`config.mk`:
```
export PLATFORM = sky130hd
export DESIGN_NAME = arp_port
export DESIGN_NICKNAME = d
export VERILOG_FILES = /design/src/hw/arp_pkg.sv /design/src/hw/arp_port.sv
export SDC_FILE = /design/constraint.sdc
export NUM_CORES = 1
export LEC_CHECK = 0
export ABC_AREA = 1
export BUFFER_PORTS_ARGS = -buffer_cell sky130_fd_sc_hd__buf_2
export CAP_MARGIN = 20
export CORE_MARGIN = 1
export CORE_UTILIZATION = 50
export DETAILED_ROUTE_END_ITERATION = 8
export GPL_TIMING_DRIVEN = 1
export PLACE_DENSITY = 0.76
export SETUP_SLACK_MARGIN = 0.4
export SLEW_MARGIN = 20
export SYNTH_ARGS = -nofsm -noshare
export SYNTH_HDL_FRONTEND = slang
export SYNTH_SLANG_ARGS = --single-unit
```
`constraint.sdc`:
```
create_clock -name core_clk -period 4.5 [get_ports core_clk]
set_input_delay 0.225 -clock core_clk [delete_from_list [all_inputs] [get_ports core_clk]]
set_output_delay 0.225 -clock core_clk [all_outputs]
set_load 0.005 [all_outputs]
```
`src/hw/arp_pkg.sv`:
```
// Constants and carrier types for the result output port block.
// Assumes one 125 MHz core clock and pins that are already synchronous.
package arp_pkg;
    localparam int CLK_PERIOD_NS = 8;
    localparam int RES_W         = 16;
    localparam int BUS_AW        = 8;
    localparam int BUS_DW        = 32;
    localparam int BIT_CNT_W     = 4;
    localparam int SCLK_CNT_W    = 5;

    localparam logic [BUS_AW-1:0] ADDR_CTRL   = 8'h00;
    localparam logic [BUS_AW-1:0] ADDR_STATUS = 8'h04;
    localparam logic [BUS_AW-1:0] ADDR_RESULT = 8'h08;

    localparam int   CTRL_DRIVE_BIT = 0;
    localparam logic CTRL_DRIVE_RST = 1'b1;
    localparam int   ST_SERIAL_BIT  = 0;
    localparam int   ST_EXT_BIT     = 1;
    localparam int   ST_RDC_BIT     = 2;
    localparam int   ST_DIV_LSB     = 3;
    localparam int   ST_SHIFT_BIT   = 5;

    // Pins that the serial port borrows from the data bus
    localparam int PIN_D0     = 0;
    localparam int PIN_D1     = 1;
    localparam int PIN_DIV0   = 2;
    localparam int PIN_DIV1   = 3;
    localparam int PIN_CLKSRC = 4;
    localparam int PIN_RDC    = 7;
    localparam int PIN_SERIAL_RESULT_OUT  = 8;
    localparam int PIN_SCLK   = 9;
    localparam int BYTE_W     = 8;

    // Least internal serial clock period per divide code
    localparam int SCLK_NS_0 = 25;
    localparam int SCLK_NS_1 = 50;
    localparam int SCLK_NS_2 = 100;
    localparam int SCLK_NS_3 = 200;
    localparam int SCLK_CYC_0 = (SCLK_NS_0 + CLK_PERIOD_NS - 1) / CLK_PERIOD_NS;
    localparam int SCLK_CYC_1 = (SCLK_NS_1 + CLK_PERIOD_NS - 1) / CLK_PERIOD_NS;
    localparam int SCLK_CYC_2 = (SCLK_NS_2 + CLK_PERIOD_NS - 1) / CLK_PERIOD_NS;
    localparam int SCLK_CYC_3 = (SCLK_NS_3 + CLK_PERIOD_NS - 1) / CLK_PERIOD_NS;

    typedef struct packed {
        logic [BUS_AW-1:0] addr;
        logic [BUS_DW-1:0] wdata;
        logic              wr;
        logic              rd;
    } arp_bus_req_t;

    typedef struct packed {
        logic             valid;
        logic [RES_W-1:0] data;
    } arp_result_t;

    typedef struct packed {
        logic [RES_W-1:0] dout;
        logic [RES_W-1:0] oe_n;
    } arp_pins_t;

    typedef enum logic [1:0] {SH_IDLE, SH_INT, SH_EXT} arp_shift_state_t;

    typedef struct packed {
        logic                  drive;
        logic [RES_W-1:0]      raw;
        arp_shift_state_t      sh;
        logic [RES_W-1:0]      word;
        logic [BIT_CNT_W-1:0]  bits;
        logic [SCLK_CNT_W-1:0] per;
        logic [SCLK_CNT_W-1:0] cnt;
        logic                  sclk;
        logic                  ext_q;
        arp_pins_t             pins;
        logic [BUS_DW-1:0]     rdata;
    } arp_state_t;
endpackage : arp_pkg

```
`src/hw/arp_port.sv`:
```
// Result output port: parallel or serial delivery of conversion words.
// Assumes select inputs and pins are synchronous to core_clk and static
// while a result is in flight; the pad ring resolves the enables.
// Operation
// - Half select low: low byte on lines 7..0, high byte on 15..8.
// - Half select high: low byte on lines 15..8, high byte on 7..0.
// - Coding select high: result delivered as straight binary.
// - Coding select low: top bit inverted, giving twos complement.
// - Port type low: every data line drives a result bit.
// - Port type high: serial mode, some data lines become serial pins.
// - Serial mode: lines 0 and 1 stay high impedance.
// - Parallel mode: divide lines drive result bits 2 and 3.
// - Parallel mode: clock source line drives result bit 4.
// - Divide lines are inputs only in serial read-after-convert, internal clock.
// - Other serial modes: divide lines held high impedance.
// - Serial, internal clock: device makes and drives the serial clock.
// - Serial, external clock: host clocks, data follows its edges.
// - Read timing high shifts during conversion with the internal clock, low after it; the external clock always shifts after it.
// - Divide code sets least clock period 25/50/100/200 ns.
`timescale 1ns/1ps
module arp_port (
    input  logic                           core_clk,             // Core clock
    input  logic                           arst_n,               // Async reset
    input  arp_pkg::arp_bus_req_t          bus_req,              // Register request
    output logic [arp_pkg::BUS_DW-1:0]     bus_rdata,            // Read data
    input  arp_pkg::arp_result_t           res_in,               // New result
    input  logic                           conv_start,           // Conversion begins
    input  logic                           half_order_select,    // Byte order
    input  logic                           output_coding_select, // Binary or twos
    input  logic                           port_type_select,     // Serial when high
    input  logic [arp_pkg::RES_W-1:0]      d_in,                 // Pin levels
    output logic [arp_pkg::RES_W-1:0]      d_out,                // Pin drive
    output logic [arp_pkg::RES_W-1:0]      d_oe_n,               // Pin enable, low drives
    output logic                           shift_active          // Serial word in flight
);

    function automatic logic [arp_pkg::RES_W-1:0] arp_fmt(
        input logic [arp_pkg::RES_W-1:0] w,
        input logic                      binary
    );
        arp_fmt = binary ? w : {~w[arp_pkg::RES_W-1], w[arp_pkg::RES_W-2:0]};
    endfunction : arp_fmt

    function automatic logic [arp_pkg::RES_W-1:0] arp_place(
        input logic [arp_pkg::RES_W-1:0] w,
        input logic                      swap
    );
        arp_place = swap ? {w[arp_pkg::BYTE_W-1:0], w[arp_pkg::RES_W-1:arp_pkg::BYTE_W]}
                         : w;
    endfunction : arp_place

    function automatic logic [arp_pkg::SCLK_CNT_W-1:0] arp_period(
        input logic [1:0] code
    );
        case (code)
            2'h0:    arp_period = arp_pkg::SCLK_CNT_W'(arp_pkg::SCLK_CYC_0);
            2'h1:    arp_period = arp_pkg::SCLK_CNT_W'(arp_pkg::SCLK_CYC_1);
            2'h2:    arp_period = arp_pkg::SCLK_CNT_W'(arp_pkg::SCLK_CYC_2);
            default: arp_period = arp_pkg::SCLK_CNT_W'(arp_pkg::SCLK_CYC_3);
        endcase
    endfunction : arp_period

    arp_pkg::arp_state_t st_reg;
    arp_pkg::arp_state_t st_next;

    logic                       ser_ext;
    logic                       ser_rdc;
    logic                       ser_rac;
    logic [1:0]                 div_code;
    logic [arp_pkg::RES_W-1:0]  fmt_now;

    // Serial selects live on borrowed data lines, read only in serial mode
    always_comb begin
        ser_ext  = port_type_select & d_in[arp_pkg::PIN_CLKSRC];
        // Line 7 selects read timing only with the internal clock
        ser_rdc  = port_type_select & ~ser_ext & d_in[arp_pkg::PIN_RDC];
        ser_rac  = port_type_select & ~ser_ext & ~ser_rdc;
        div_code = ser_rac ? {d_in[arp_pkg::PIN_DIV1], d_in[arp_pkg::PIN_DIV0]}
                           : 2'h0;
        fmt_now  = arp_fmt(st_reg.raw, output_coding_select);
    end

    always_comb begin
        st_next = st_reg;
        st_next.ext_q = d_in[arp_pkg::PIN_SCLK];
        if (res_in.valid) begin
            st_next.raw = res_in.data;
        end

        // Shift engine
        case (st_reg.sh)
            arp_pkg::SH_INT: begin
                if (st_reg.cnt == st_reg.per - 1'b1) begin
                    st_next.cnt = '0;
                    if (st_reg.bits == '0) begin
                        st_next.sh = arp_pkg::SH_IDLE;
                    end else begin
                        st_next.word = {st_reg.word[arp_pkg::RES_W-2:0], 1'b0};
                        st_next.bits = st_reg.bits - 1'b1;
                    end
                end else begin
                    st_next.cnt = st_reg.cnt + 1'b1;
                end
            end
            arp_pkg::SH_EXT: begin
                // Host rising edge advances the data
                if (d_in[arp_pkg::PIN_SCLK] && !st_reg.ext_q) begin
                    if (st_reg.bits == '0) begin
                        st_next.sh = arp_pkg::SH_IDLE;
                    end else begin
                        st_next.word = {st_reg.word[arp_pkg::RES_W-2:0], 1'b0};
                        st_next.bits = st_reg.bits - 1'b1;
                    end
                end
            end
            default: begin
                st_next.sh = arp_pkg::SH_IDLE;
            end
        endcase

        // A new start restarts the word; the selects are static by contract
        if (port_type_select && ((res_in.valid && !ser_rdc) || (conv_start && ser_rdc))) begin
            st_next.sh   = ser_ext ? arp_pkg::SH_EXT : arp_pkg::SH_INT;
            st_next.word = ser_rdc ? fmt_now
                                   : arp_fmt(res_in.data, output_coding_select);
            st_next.bits = arp_pkg::BIT_CNT_W'(arp_pkg::RES_W - 1);
            st_next.cnt  = '0;
            st_next.per  = arp_period(div_code);
        end
        st_next.sclk = (st_next.sh == arp_pkg::SH_INT) && (st_next.cnt >= (st_next.per >> 1));

        // Pin drive
        st_next.pins.dout = '0;
        st_next.pins.oe_n = '1;
        if (!port_type_select) begin
            if (st_reg.drive) begin
                // Lines 2..4 are plain result bits here
                st_next.pins.dout = arp_place(fmt_now, half_order_select);
                st_next.pins.oe_n = '0;
            end
        end else if (st_reg.drive) begin
            st_next.pins.dout[arp_pkg::PIN_SERIAL_RESULT_OUT] = st_next.word[arp_pkg::RES_W-1];
            st_next.pins.oe_n[arp_pkg::PIN_SERIAL_RESULT_OUT] = 1'b0;
            if (!ser_ext) begin
                st_next.pins.dout[arp_pkg::PIN_SCLK] = st_next.sclk;
                st_next.pins.oe_n[arp_pkg::PIN_SCLK] = 1'b0;
            end
        end

        // Register slave
        st_next.rdata = '0;
        if (bus_req.wr && bus_req.addr == arp_pkg::ADDR_CTRL) begin
            st_next.drive = bus_req.wdata[arp_pkg::CTRL_DRIVE_BIT];
        end
        if (bus_req.rd) begin
            case (bus_req.addr)
                arp_pkg::ADDR_CTRL: begin
                    st_next.rdata[arp_pkg::CTRL_DRIVE_BIT] = st_reg.drive;
                end
                arp_pkg::ADDR_STATUS: begin
                    st_next.rdata[arp_pkg::ST_SERIAL_BIT] = port_type_select;
                    st_next.rdata[arp_pkg::ST_EXT_BIT]    = ser_ext;
                    st_next.rdata[arp_pkg::ST_RDC_BIT]    = ser_rdc;
                    st_next.rdata[arp_pkg::ST_DIV_LSB+:2] = div_code;
                    st_next.rdata[arp_pkg::ST_SHIFT_BIT]  = st_reg.sh != arp_pkg::SH_IDLE;
                end
                arp_pkg::ADDR_RESULT: begin
                    st_next.rdata[arp_pkg::RES_W-1:0] = fmt_now;
                end
                default: begin
                    st_next.rdata = '0;
                end
            endcase
        end
    end

    always_ff @(posedge core_clk or negedge arst_n) begin
        if (!arst_n) begin
            st_reg           <= '0;
            st_reg.drive     <= arp_pkg::CTRL_DRIVE_RST;
            st_reg.sh        <= arp_pkg::SH_IDLE;
            st_reg.pins.oe_n <= '1;
        end else begin
            st_reg <= st_next;
        end
    end

    assign bus_rdata    = st_reg.rdata;
    assign d_out        = st_reg.pins.dout;
    assign d_oe_n       = st_reg.pins.oe_n;
    assign shift_active = st_reg.sh != arp_pkg::SH_IDLE;

    // Checking helpers
    logic [arp_pkg::RES_W-1:0]      fmt_q;
    logic [arp_pkg::RES_W-1:0]      raw_q;
    logic                           sclk_q;
    logic [arp_pkg::SCLK_CNT_W-1:0] gap_cnt;

    always_ff @(posedge core_clk or negedge arst_n) begin
        if (!arst_n) begin
            fmt_q   <= '0;
            raw_q   <= '0;
            sclk_q  <= 1'b0;
            gap_cnt <= '1;
        end else begin
            fmt_q  <= fmt_now;
            raw_q  <= st_reg.raw;
            sclk_q <= st_reg.sclk;
            if (st_reg.sh == arp_pkg::SH_IDLE) begin
                gap_cnt <= '1;
            end else if (st_reg.sclk && !sclk_q) begin
                gap_cnt <= arp_pkg::SCLK_CNT_W'(1);
            end else if (gap_cnt != '1) begin
                gap_cnt <= gap_cnt + 1'b1;
            end
        end
    end
endmodule : arp_port

```
==> summary.txt, run 1 <==
Status
  – Status: complete, no violations

Power
  – Max rail drop VDD: between 0.15 and 0.2 mV
  – Tot Pwr: 1.900 mW
  – P_leak: around 2.8 nW
  – Pwr Density: between 300 and 400 nW/um^2

Min path
  – HP Class: in2reg

Place
  – Placed wire-length estimate: approximately 7600 um
  – Place WS: around 1.4 ns
  – PortBufs: 87
  – Cells after DPL: around 760
  – Placer Congestion: between 0.8 and 0.9

STA
  – Hold Fails Final Rpt: 0
  – Relative slew margins: between 40% and 50%
  – RSZ-0062 raised after global routing: false
  – Skew final: around 0.016 ns
  – Max Clk Rate: 345.7 MHz
  – Period utilisation layout: 64.29%
  – TNS Setup: 0 ns
  – Final setup violation count: 0
  – Least-Margin Pin Slew: around 0.8 ns
  – Fin crit period: approximately 2.9 ns
  – Max-slew violations: 0
  – Hold slack: 0.07412 ns
  – Final setup margin: roughly 1.6 ns

Final layout
  – Most common cell after layout, fill and taps aside: nand2_1
  – Final cell count without fillers: between 700 and 800
  – Largest register FFs: 50
  – Share of cells above drive strength 1: 20.34%
  – Most frequent cells in the layout: nand2_1 (97), buf_2 (86), dfrtp_1 (81)
  – Area delta synth->final: 6.114%
  – # diodes: 0
  – # fillers: 888
  – Final #Nets: 730

Critical path
  – Delay-heaviest family, CP: simple AND/OR/NAND/NOR gates
  – CP Cell Sequence: inv_2, ha_1, inv_1, nand2_1, nand2_1, nor2_1, nand2_1, nor2_2, nand2_1, nand2_1, nand3_2, nand2_1, o21ai_0, inv_1, nand2_1
  – CP peak stage delay: 0.68 ns
  – Crit path kind: reg2reg
  – Critical Path AT: between 3 and 4 ns
  – CP required: about 4.8 ns
  – CP Buf/Inv Count: 3
  – Reg2reg setup slack: between 1.5 and 2 ns
  – CP most frequent cell: nand2_1
  – Largest fanout on the critical path: 20
  – Slowest CP cell: nand2_1
  – CP endpoint kind: register
  – CP Launch Type: register

Synth
  – Synth Register Bits: 85
  – Compound-Gate Fraction of Synth Area: 13.61%
  – Ys Warns: 0
  – Multiplexer share of the synthesized area: less than 1%
  – EDFF count, synth: 0
  – Top FF cell, synth: dfrtp_1
  – Synth Cell Area: just under 5000 sq um
  – Count of cell types in the netlist: 36
  – Async S/R FF share, synth: 100.0%
  – Post-Synth Simple-Gate Area: approximately a fifth
  – Post-Syn Area per Cell: roughly 8 sq um
  – Syn Inst Count: 612
  – Share of the yosys chip area belonging to registers: 43.59%
  – Xor/xnor share of the synthesized area: less than 1%
  – Main combinational cell family by area after synthesis: simple AND/OR/NAND/NOR gates
  – Adder-Cell Fraction of Synth Area: 2.558%

Detailed routing
  – DRC Markers: 0
  – Iter 0 DRT Violations: between 300 and 400
  – Routed len/inst: 14.04 um
  – Vias/cell: between 5 and 6
  – Post-route ant nets: 0
  – Total iterations of the first detailed-routing run: 5
  – DR vias: roughly 4000
  – Final WL: approximately 11000 um

Clock tree
  – Longest Clk Path Bufs: 2
  – TritonCTS buffer count: 9
  – Resize count post-CTS: 0
  – Clock root cell: clkbuf_8
  – H-tree depth: 3
  – Postcts setup bufs: 0
  – Post-CTS Hold Buffers: 1
  – Clock transition at path regs: approximately 0.10 ns
  – Num Clock Sinks: between 80 and 90
  – Worst-Skew Late Latency: 0.38 ns
  – CTS tree: yes

Global routing
  – Initial antenna violation count: 0
  – First-pass GRT wire length: 17550 um
  – Congestion Overflow GR: 0
  – Vias in the first global route: ~3700
  – Total global-route track usage: approximately 22%
  – Largest net degree at the start of global routing: 86

Job
  – Number of max-cap violations: 0

Floorplan
  – Die ar.: 10180 sq um
  – Initial Util: 52.19%
  – Die H: just over 100 um
  – Die span in x: slightly above 100 um
  – Ports: 146
  – FP Rows: 35
  – Core Region: between 9000 and 10000 sq um
-- per-layer routing --
layer / share of wire (%) / up-vias / GRT usage [%]
met2: 46 / 154 / 35.46
met3: 6.4 / 13 / 4.161
li1: - / 1952 / -
met5: 0 / - / 0
met4: 1.1 / 0 / 6.355
met1: 47 / 1893 / 31.40
-- Yosys cell counts, types with 5 or more instances --
cell type	number	area (sq um)
dfrtp_1	81	2027
nand2_1	97	364.1
buf_2	7	35.03
o211ai_1	12	90.09
inv_1	78	292.8
inv_2	7	26.28
a21oi_1	30	150.1
nand3_1	42	210.2
nand4_1	12	75.07
ha_1	10	125.1
clkbuf_1	14	52.55
o21ai_0	67	335.3
nor2_1	46	172.7
nor3_1	5	25.02
buf_4	66	495.5
-- area by class of cell --
class                      instances  area [sq um]  share of cell area, %
sequential                        85          2132                  41.08
multi-input combinational        366          1873                  36.09
timing repair buffer              91         476.7                  9.185
inverter                          86         325.3                  6.268
tap                              129         161.4                  3.110
clock buffer                       9         123.9                  2.387
clock inverter                     7         97.59                  1.880
-- tightest hold or removal path: stages --
cell     delay (ns)
buf_2          0.09
nand2_1        0.04
o21ai_0        0.06
-- worst paths after layout --
check | endpoint | depth (start not counted) | startpoint
hold reg to reg | d_oe_n[9] | 1 | st_reg[114]
setup reg to reg | st_reg[82] | 15 | st_reg[71]
setup / recovery | st_reg[82] | 15 | st_reg[71]
max in group asynchronous | st_reg[93] | 2 | arst_n
hold / removal | st_reg[104] | 3 | res_in[6]
min in group asynchronous | d_out[14] | 2 | arst_n
-- metrics by stage --
step	instance area (sq um)	util, %
floorplan	4947	-
global placement	4945	52.76
detailed placement	4945	52.76
CTS	5176	55.23
global route	5190	55.38
finish	5190	55.38
-- power breakdown --
group | switching (mW) | internal, mW
logic | 0.261 | 0.141
clock network | 0.330 | 0.277
registers | 0.0505 | 0.840
total | 0.641 | 1.26
-- logic make-up (layout without fill, tap and decap cells) --
group | Yosys count | after routing
flops | 85 | 85
buf+inv | 176 | 193
compound gates | 119 | 119
mux | 1 | 1
xor+xnor | 5 | 5
other cells | 1 | 16
fa+ha+maj | 10 | 10
simple gates | 215 | 215
Power figures use the tool's default switching activity.
==> run 2: changes to the inputs <==
--- a/config.mk
+++ b/config.mk
@@ -9,10 +9,10 @@
 export BUFFER_PORTS_ARGS = -buffer_cell sky130_fd_sc_hd__buf_2
 export CAP_MARGIN = 20
 export CORE_MARGIN = 1
-export CORE_UTILIZATION = 50
+export CORE_UTILIZATION = 47
 export DETAILED_ROUTE_END_ITERATION = 8
 export GPL_TIMING_DRIVEN = 1
-export PLACE_DENSITY = 0.76
+export PLACE_DENSITY = 0.75
 export SETUP_SLACK_MARGIN = 0.4
 export SLEW_MARGIN = 20
 export SYNTH_ARGS = -nofsm -noshare
==> constraint.sdc (replaced) <==
create_clock -name core_clk -period 2.64 [get_ports core_clk]
set_input_delay 0.132 -clock core_clk [delete_from_list [all_inputs] [get_ports core_clk]]
set_output_delay 0.132 -clock core_clk [all_outputs]
set_load 0.005 [all_outputs]
==> summary.txt, run 2 (same netlist as run 1, synthesis figures left out) <==
Clock tree
  – H-tree depth: 3
  – Clock root cell: clkbuf_8
  – Num Clock Sinks: 85
  – Longest Clk Path Bufs: 2
  – CTS tree: yes
  – Clock transition at path regs: 0.10 ns
  – TritonCTS buffer count: 9
  – Worst-Skew Late Latency: around 0.37 ns

STA
  – Skew final: 0.009246 ns
  – Max-slew violations: 0
  – Max Clk Rate: just over 400 MHz
  – Period utilisation layout: between 90 and 100%
  – RSZ-0062 raised after global routing: true
  – Least-Margin Pin Slew: 0.7749 ns
  – TNS Setup: 0 ns
  – Final setup violation count: 0
  – Fin crit period: between 2 and 2.5 ns
  – Relative slew margins: between 40% and 50%
  – Hold Fails Final Rpt: 0

Floorplan
  – Ports: around 150
  – Die H: 104.0 um
  – Initial Util: 49.36%
  – Die span in x: between 100 and 150 um
  – FP Rows: 36
  – Die ar.: about 11000 sq um
  – Core Region: 9910 sq um

Detailed routing
  – DRC Markers: 0
  – DR vias: between 4000 and 5000
  – Iter 0 DRT Violations: 366
  – Total iterations of the first detailed-routing run: 5
  – Vias/cell: ~5.3
  – Routed len/inst: approximately 14 um
  – Final WL: around 12000 um
  – Post-route ant nets: 0

Critical path
  – CP most frequent cell: nand2_1
  – Crit path kind: reg2reg
  – CP peak stage delay: roughly 0.38 ns
  – Worst r2r path cells: 18
  – Critical path depth: 18
  – CP required: 2.96 ns
  – Critical Path AT: about 2.7 ns
  – CP Launch Type: register
  – Reg2reg setup slack: ~0.23 ns
  – CP endpoint kind: register
  – Slowest CP cell: dfrtp_1
  – Worst r2r src: st_reg[71]
  – Delay-heaviest family, CP: simple AND/OR/NAND/NOR gates
  – Crit path to: d_out[9]
  – Launch point of the worst path: st_reg[71]
  – CP Buf/Inv Count: 2
  – Largest fanout on the critical path: 2
  – RR Endpoint: d_out[9]
  – CP Cell Sequence: inv_2, ha_4, inv_2, nand2_1, nand2_1, nor2_1, nand2_1, nor2_2, nand2_2, nand2_2, a211oi_2, ha_1, nand2_1, o211ai_1, a21oi_1, a21oi_1, nand4_1, nand2_1

Power
  – Sw frac: 32.17%
  – Logic pwr share: between 20% and 30%
  – P_int: ~2.3 mW
  – Pwr Density: around 610 nW/um^2
  – Clock power share: 31.3%
  – P_leak: 2.879 nW
  – Reg power frac: between 40% and 50%
  – Max rail drop VDD: between 0.3 and 0.4 mV
  – Sw power: ~1.1 mW

Min path
  – HP Class: in2reg

Global routing
  – Initial antenna violation count: 0
  – First-pass GRT wire length: 18680 um
  – Vias in the first global route: 3960
  – Total global-route track usage: around 22%
  – Largest net degree at the start of global routing: 86
  – Congestion Overflow GR: 0

Final layout
  – # fillers: between 900 and 1000
  – Most common cell after layout, fill and taps aside: nand2_1
  – Final #Nets: 757
  – Final cell count without fillers: between 800 and 900
  – Most frequent cells in the layout: nand2_1 (94), buf_2 (86), dfrtp_1 (81)
  – Share of cells above drive strength 1: between 20% and 30%
  – Finished Core Util: approximately 55%
  – Largest register FFs: 50
  – # diodes: 0
  – Area delta synth->final: 12.07%

Place
  – PortBufs: 87
  – Cells after DPL: ~770
  – Placer Congestion: about 0.85
  – Placed wire-length estimate: a little under 8000 um

Job
  – Number of max-cap violations: 0

Status
  – Status: complete, no violations
-- run 2: cell types whose count changed in the layout (fill, tap and decap cells not counted), sizes merged --
cell         before  now
buf              89  105
dlygate4sd3       2   11
inv              91   87
clkinvlp          0    3
bufinv            1    2
clkbuf            9   10
nor2             49   50
-- run 2: metal layers --
metal / wire, um / GRT usage (%) / vias to the layer above
li1: - / - / 1998
met1: 4963 / 28.27 / 2023
met2: 5426 / 34.67 / 178
met3: 805 / 4.073 / 29
met4: 307 / 10.41 / 0
met5: 0 / 0 / -
-- run 2: worst min path at each step --
stage / cells after the start / slack (ns) / from / end
after floorplan: 0 / -0.16 / arst_n / bus_rdata[0]
after global placement: 1 / 0.26 / d_in[9] / st_reg[64]
after detailed placement: 1 / 0.26 / d_in[9] / st_reg[64]
after CTS: 1 / 0.002 / arst_n / st_reg[75]
after global routing: 3 / 0.03 / res_in[3] / st_reg[101]
final: 3 / 0.02 / res_in[3] / st_reg[101]
-- run 2: per-stage QoR --
stage                     power [mW]  instance area [sq um]  hold WS (ns)  worst slack (ns)
final                          3.362                   5482       0.02045            0.2267
after global routing           3.536                   5482       0.02806           0.05474
after CTS                      3.335                   5423      0.002273            0.2396
after detailed placement       2.235                   5017        0.2579            0.1844
after global placement         2.209                   5017        0.2578            0.1542
after floorplan                2.069                   4947       -0.1636            0.4758
-- run 2: cell type report --
class / instances / area (sq um) / share of cell area [%]
clock buffer: 10 / 127.6 / 2.328
tap: 133 / 166.4 / 3.036
sequential: 85 / 2132 / 38.90
timing repair buffer: 116 / 694.4 / 12.67
multi-input combinational: 367 / 1931 / 35.22
timing repair inverter: 1 / 7.507 / 0.1370
inverter: 86 / 329.1 / 6.003
clock inverter: 6 / 93.84 / 1.712
-- run 2: timing repair --
item / 4_1_cts / 5_1_grt
hold buffers: 10 / 1
endpoints found under the hold margin: 9 / 81
buffers inserted: 5 / 2
gates resized for setup: 12 / 4
gates cloned: 0 / 2
endpoints found under the setup margin: 1 / 17
pin swaps: 16 / 15
-- run 2: power by group through the flow --
stage | clock network, mW | logic [mW] | registers (mW)
after floorplan | 0 | 0.547 | 1.52
after global placement | 0 | 0.673 | 1.54
after detailed placement | 0 | 0.693 | 1.54
after CTS | 1.06 | 0.754 | 1.52
final | 1.05 | 0.790 | 1.52
after global routing | 1.11 | 0.889 | 1.54
-- run 2: worst register-to-register path, delay by kind of cell, from the launching register on --
| kind | cells | cell delay, ns |
|---|---|---|
| adder cells (fa/ha/maj) | 2 | 0.56 |
| flip-flops | 1 | 0.38 |
| AND/OR/NAND/NOR | 10 | 0.78 |
| AO/OA/AOI/OAI | 4 | 0.55 |
| buffers and inverters | 2 | 0.09 |
==> run 3: changes to the inputs <==
--- a/config.mk
+++ b/config.mk
@@ -6,13 +6,15 @@
 export NUM_CORES = 1
 export LEC_CHECK = 0
 export ABC_AREA = 1
+export ABC_CLOCK_PERIOD_IN_PS = 2640
 export BUFFER_PORTS_ARGS = -buffer_cell sky130_fd_sc_hd__buf_2
 export CAP_MARGIN = 20
 export CORE_MARGIN = 1
-export CORE_UTILIZATION = 47
+export CORE_UTILIZATION = 49
+export CTS_BUF_LIST = sky130_fd_sc_hd__clkbuf_8
 export DETAILED_ROUTE_END_ITERATION = 8
 export GPL_TIMING_DRIVEN = 1
-export PLACE_DENSITY = 0.75
+export PLACE_DENSITY = 0.77
 export SETUP_SLACK_MARGIN = 0.4
 export SLEW_MARGIN = 20
 export SYNTH_ARGS = -nofsm -noshare
==> summary.txt, run 3 (same netlist as run 1, synthesis figures left out) <==
Status
  – Status: complete, no violations

Detailed routing
  – Post-route ant nets: 0
  – DRC Markers: 0
  – Routed len/inst: approximately 14 um
  – DR vias: 4184
  – Total iterations of the first detailed-routing run: 5
  – Iter 0 DRT Violations: ~280
  – Vias/cell: 5.191
  – Final WL: 11590 um

Critical path
  – CP required: between 2 and 3 ns
  – Largest fanout on the critical path: 2
  – Crit path kind: reg2reg
  – CP Launch Type: register
  – Worst r2r path cells: 19
  – CP peak stage delay: 0.41 ns
  – CP Cell Sequence: inv_2, ha_4, inv_1, nand2_1, nand2_1, nor2_1, nand2_1, nor2_2, nand2_1, nand2_2, a21oi_2, inv_1, ha_1, nor2_2, o211ai_1, a21oi_2, a21oi_1, nand4_1, nand2_1
  – CP endpoint kind: register
  – Slowest CP cell: dfrtp_1
  – CP most frequent cell: nand2_1
  – Critical Path AT: between 2 and 3 ns

Final layout
  – Share of cells above drive strength 1: a little under a quarter
  – Largest register FFs: 50
  – Sequential cell area: 2132 sq um
  – Most frequent cells in the layout: nand2_1 (95), buf_2 (86), dfrtp_1 (81)
  – Most common cell after layout, fill and taps aside: nand2_1
  – Final #Nets: between 700 and 800
  – # diodes: 0
  – Multi-input gate area in the final layout: between 1500 and 2000 sq um
  – # fillers: between 900 and 1000
  – Final cell count without fillers: slightly above 800
  – Area delta synth->final: 12.15%

Global routing
  – Largest net degree at the start of global routing: 47
  – Vias in the first global route: 3839
  – Total global-route track usage: a little under a quarter
  – First-pass GRT wire length: between 15000 and 20000 um
  – Initial antenna violation count: 0
  – Congestion Overflow GR: 0

Clock tree
  – Clock root cell: clkbuf_8
  – Clock transition at path regs: about 0.10 ns
  – Worst-Skew Late Latency: between 0.3 and 0.4 ns
  – CTS tree: yes
  – Longest Clk Path Bufs: 2
  – H-tree depth: 3
  – Num Clock Sinks: 85
  – TritonCTS buffer count: 9

Power
  – Pwr Density: approximately 600 nW/um^2
  – P_leak: between 2 and 3 nW
  – Max rail drop VDD: ~0.28 mV
  – Tot Pwr: roughly 3.2 mW

Floorplan
  – Die span in x: ~100 um
  – FP Rows: 36
  – Initial Util: about 50%
  – Ports: between 100 and 150
  – Die ar.: about 10000 sq um
  – Core Region: between 9000 and 10000 sq um
  – Die H: ~100 um

Place
  – Placer Congestion: between 0.8 and 0.9
  – Cells after DPL: between 700 and 800
  – PortBufs: 87
  – Placed wire-length estimate: about 8200 um

STA
  – Skew final: 0.01605 ns
  – Final setup violation count: 0
  – Fin crit period: about 2.4 ns
  – TNS Setup: 0 ns
  – Max-slew violations: 0
  – Max Clk Rate: ~420 MHz
  – Least-Margin Pin Slew: 0.6017 ns
  – Relative slew margins: about three fifths
  – RSZ-0062 raised after global routing: true
  – Period utilisation layout: 89.96%
  – Hold Fails Final Rpt: 0

Min path
  – HP Class: in2reg
  – Hold Crit Depth: 2

Job
  – Number of max-cap violations: 0
## run 3: changes by cell type in the layout (fill, tap and decap cells not counted), moves of 2 or more
cell and change:
inv_1 +2, inv_2 -2, buf_6 -3, buf_4 +2, bufinv_16 -2, clkinv_8 +2
## run 3: path summary, 6_finish.rpt
kind	startpoint	to	slack [ns]
worst min-delay path	res_in[15]	st_reg[113]	0.01
worst max-delay path	st_reg[71]	d_out[9]	0.27
min in group asynchronous	arst_n	st_reg[74]	0.29
max in group asynchronous	arst_n	d_oe_n[9]	1.54
worst max register to register	st_reg[71]	d_out[9]	0.27
worst min register to register	st_reg[114]	d_oe_n[9]	0.52
## run 3: layout make-up
cell class | instances | area share, %
clock buffer | 9 | 2.258
tap | 133 | 3.034
timing repair inverter | 1 | 0.09124
inverter | 86 | 5.999
multi-input combinational | 366 | 34.74
clock inverter | 7 | 1.414
timing repair buffer | 119 | 13.59
sequential | 85 | 38.87
## run 3: metal layers
layer  track usage (%)  vias up  wire [um]
li1                  -     2000          -
met4             8.242        0        209
met5                 0        -          0
met1             30.54     2013       5169
met2             37.73      153       5500
met3             4.309       18        714
## run 3: timing repair
item,4_1_cts,5_1_grt
pin swaps,5,1
endpoints found under the hold margin,54,0
endpoints found under the setup margin,1,15
cloned,0,2
setup buffers,3,3
hold buffers,12,0
resized for setup,5,10
## run 3: per-stage QoR
| step | instance area, sq um | hold slack [ns] | setup WS, ns | utilization [%] |
|---|---|---|---|---|
| after floorplan | 4947 | -0.1636 | 0.4758 | - |
| after global placement | 5032 | 0.1655 | 0.1883 | 51.72 |
| after detailed placement | 5032 | 0.1727 | 0.1855 | 51.72 |
| after CTS | 5399 | 0.0001110 | 0.3050 | 55.49 |
| after global routing | 5485 | 0.009900 | 0.08383 | 56.38 |
| final | 5485 | 0.01107 | 0.2651 | 56.38 |
## run 3: worst max-delay path, delay by kind of cell, from the launching register on
family                     cells  cell delay, ns
AOI/OAI and AO/OA              4            0.53
and+or+nand+nor               10            0.64
buffers and inverters          3            0.20
adders and majority gates      2            0.48
DFF                            1            0.41
## run 3: power by group
group | total [mW] | switching, mW | leakage, nW | internal, mW
clock network | 0.920 | 0.547 | 0.0983 | 0.374
logic | 0.789 | 0.477 | 1.72 | 0.312
registers | 1.53 | 0.0924 | 1.08 | 1.43
total | 3.23 | 1.12 | 2.90 | 2.12
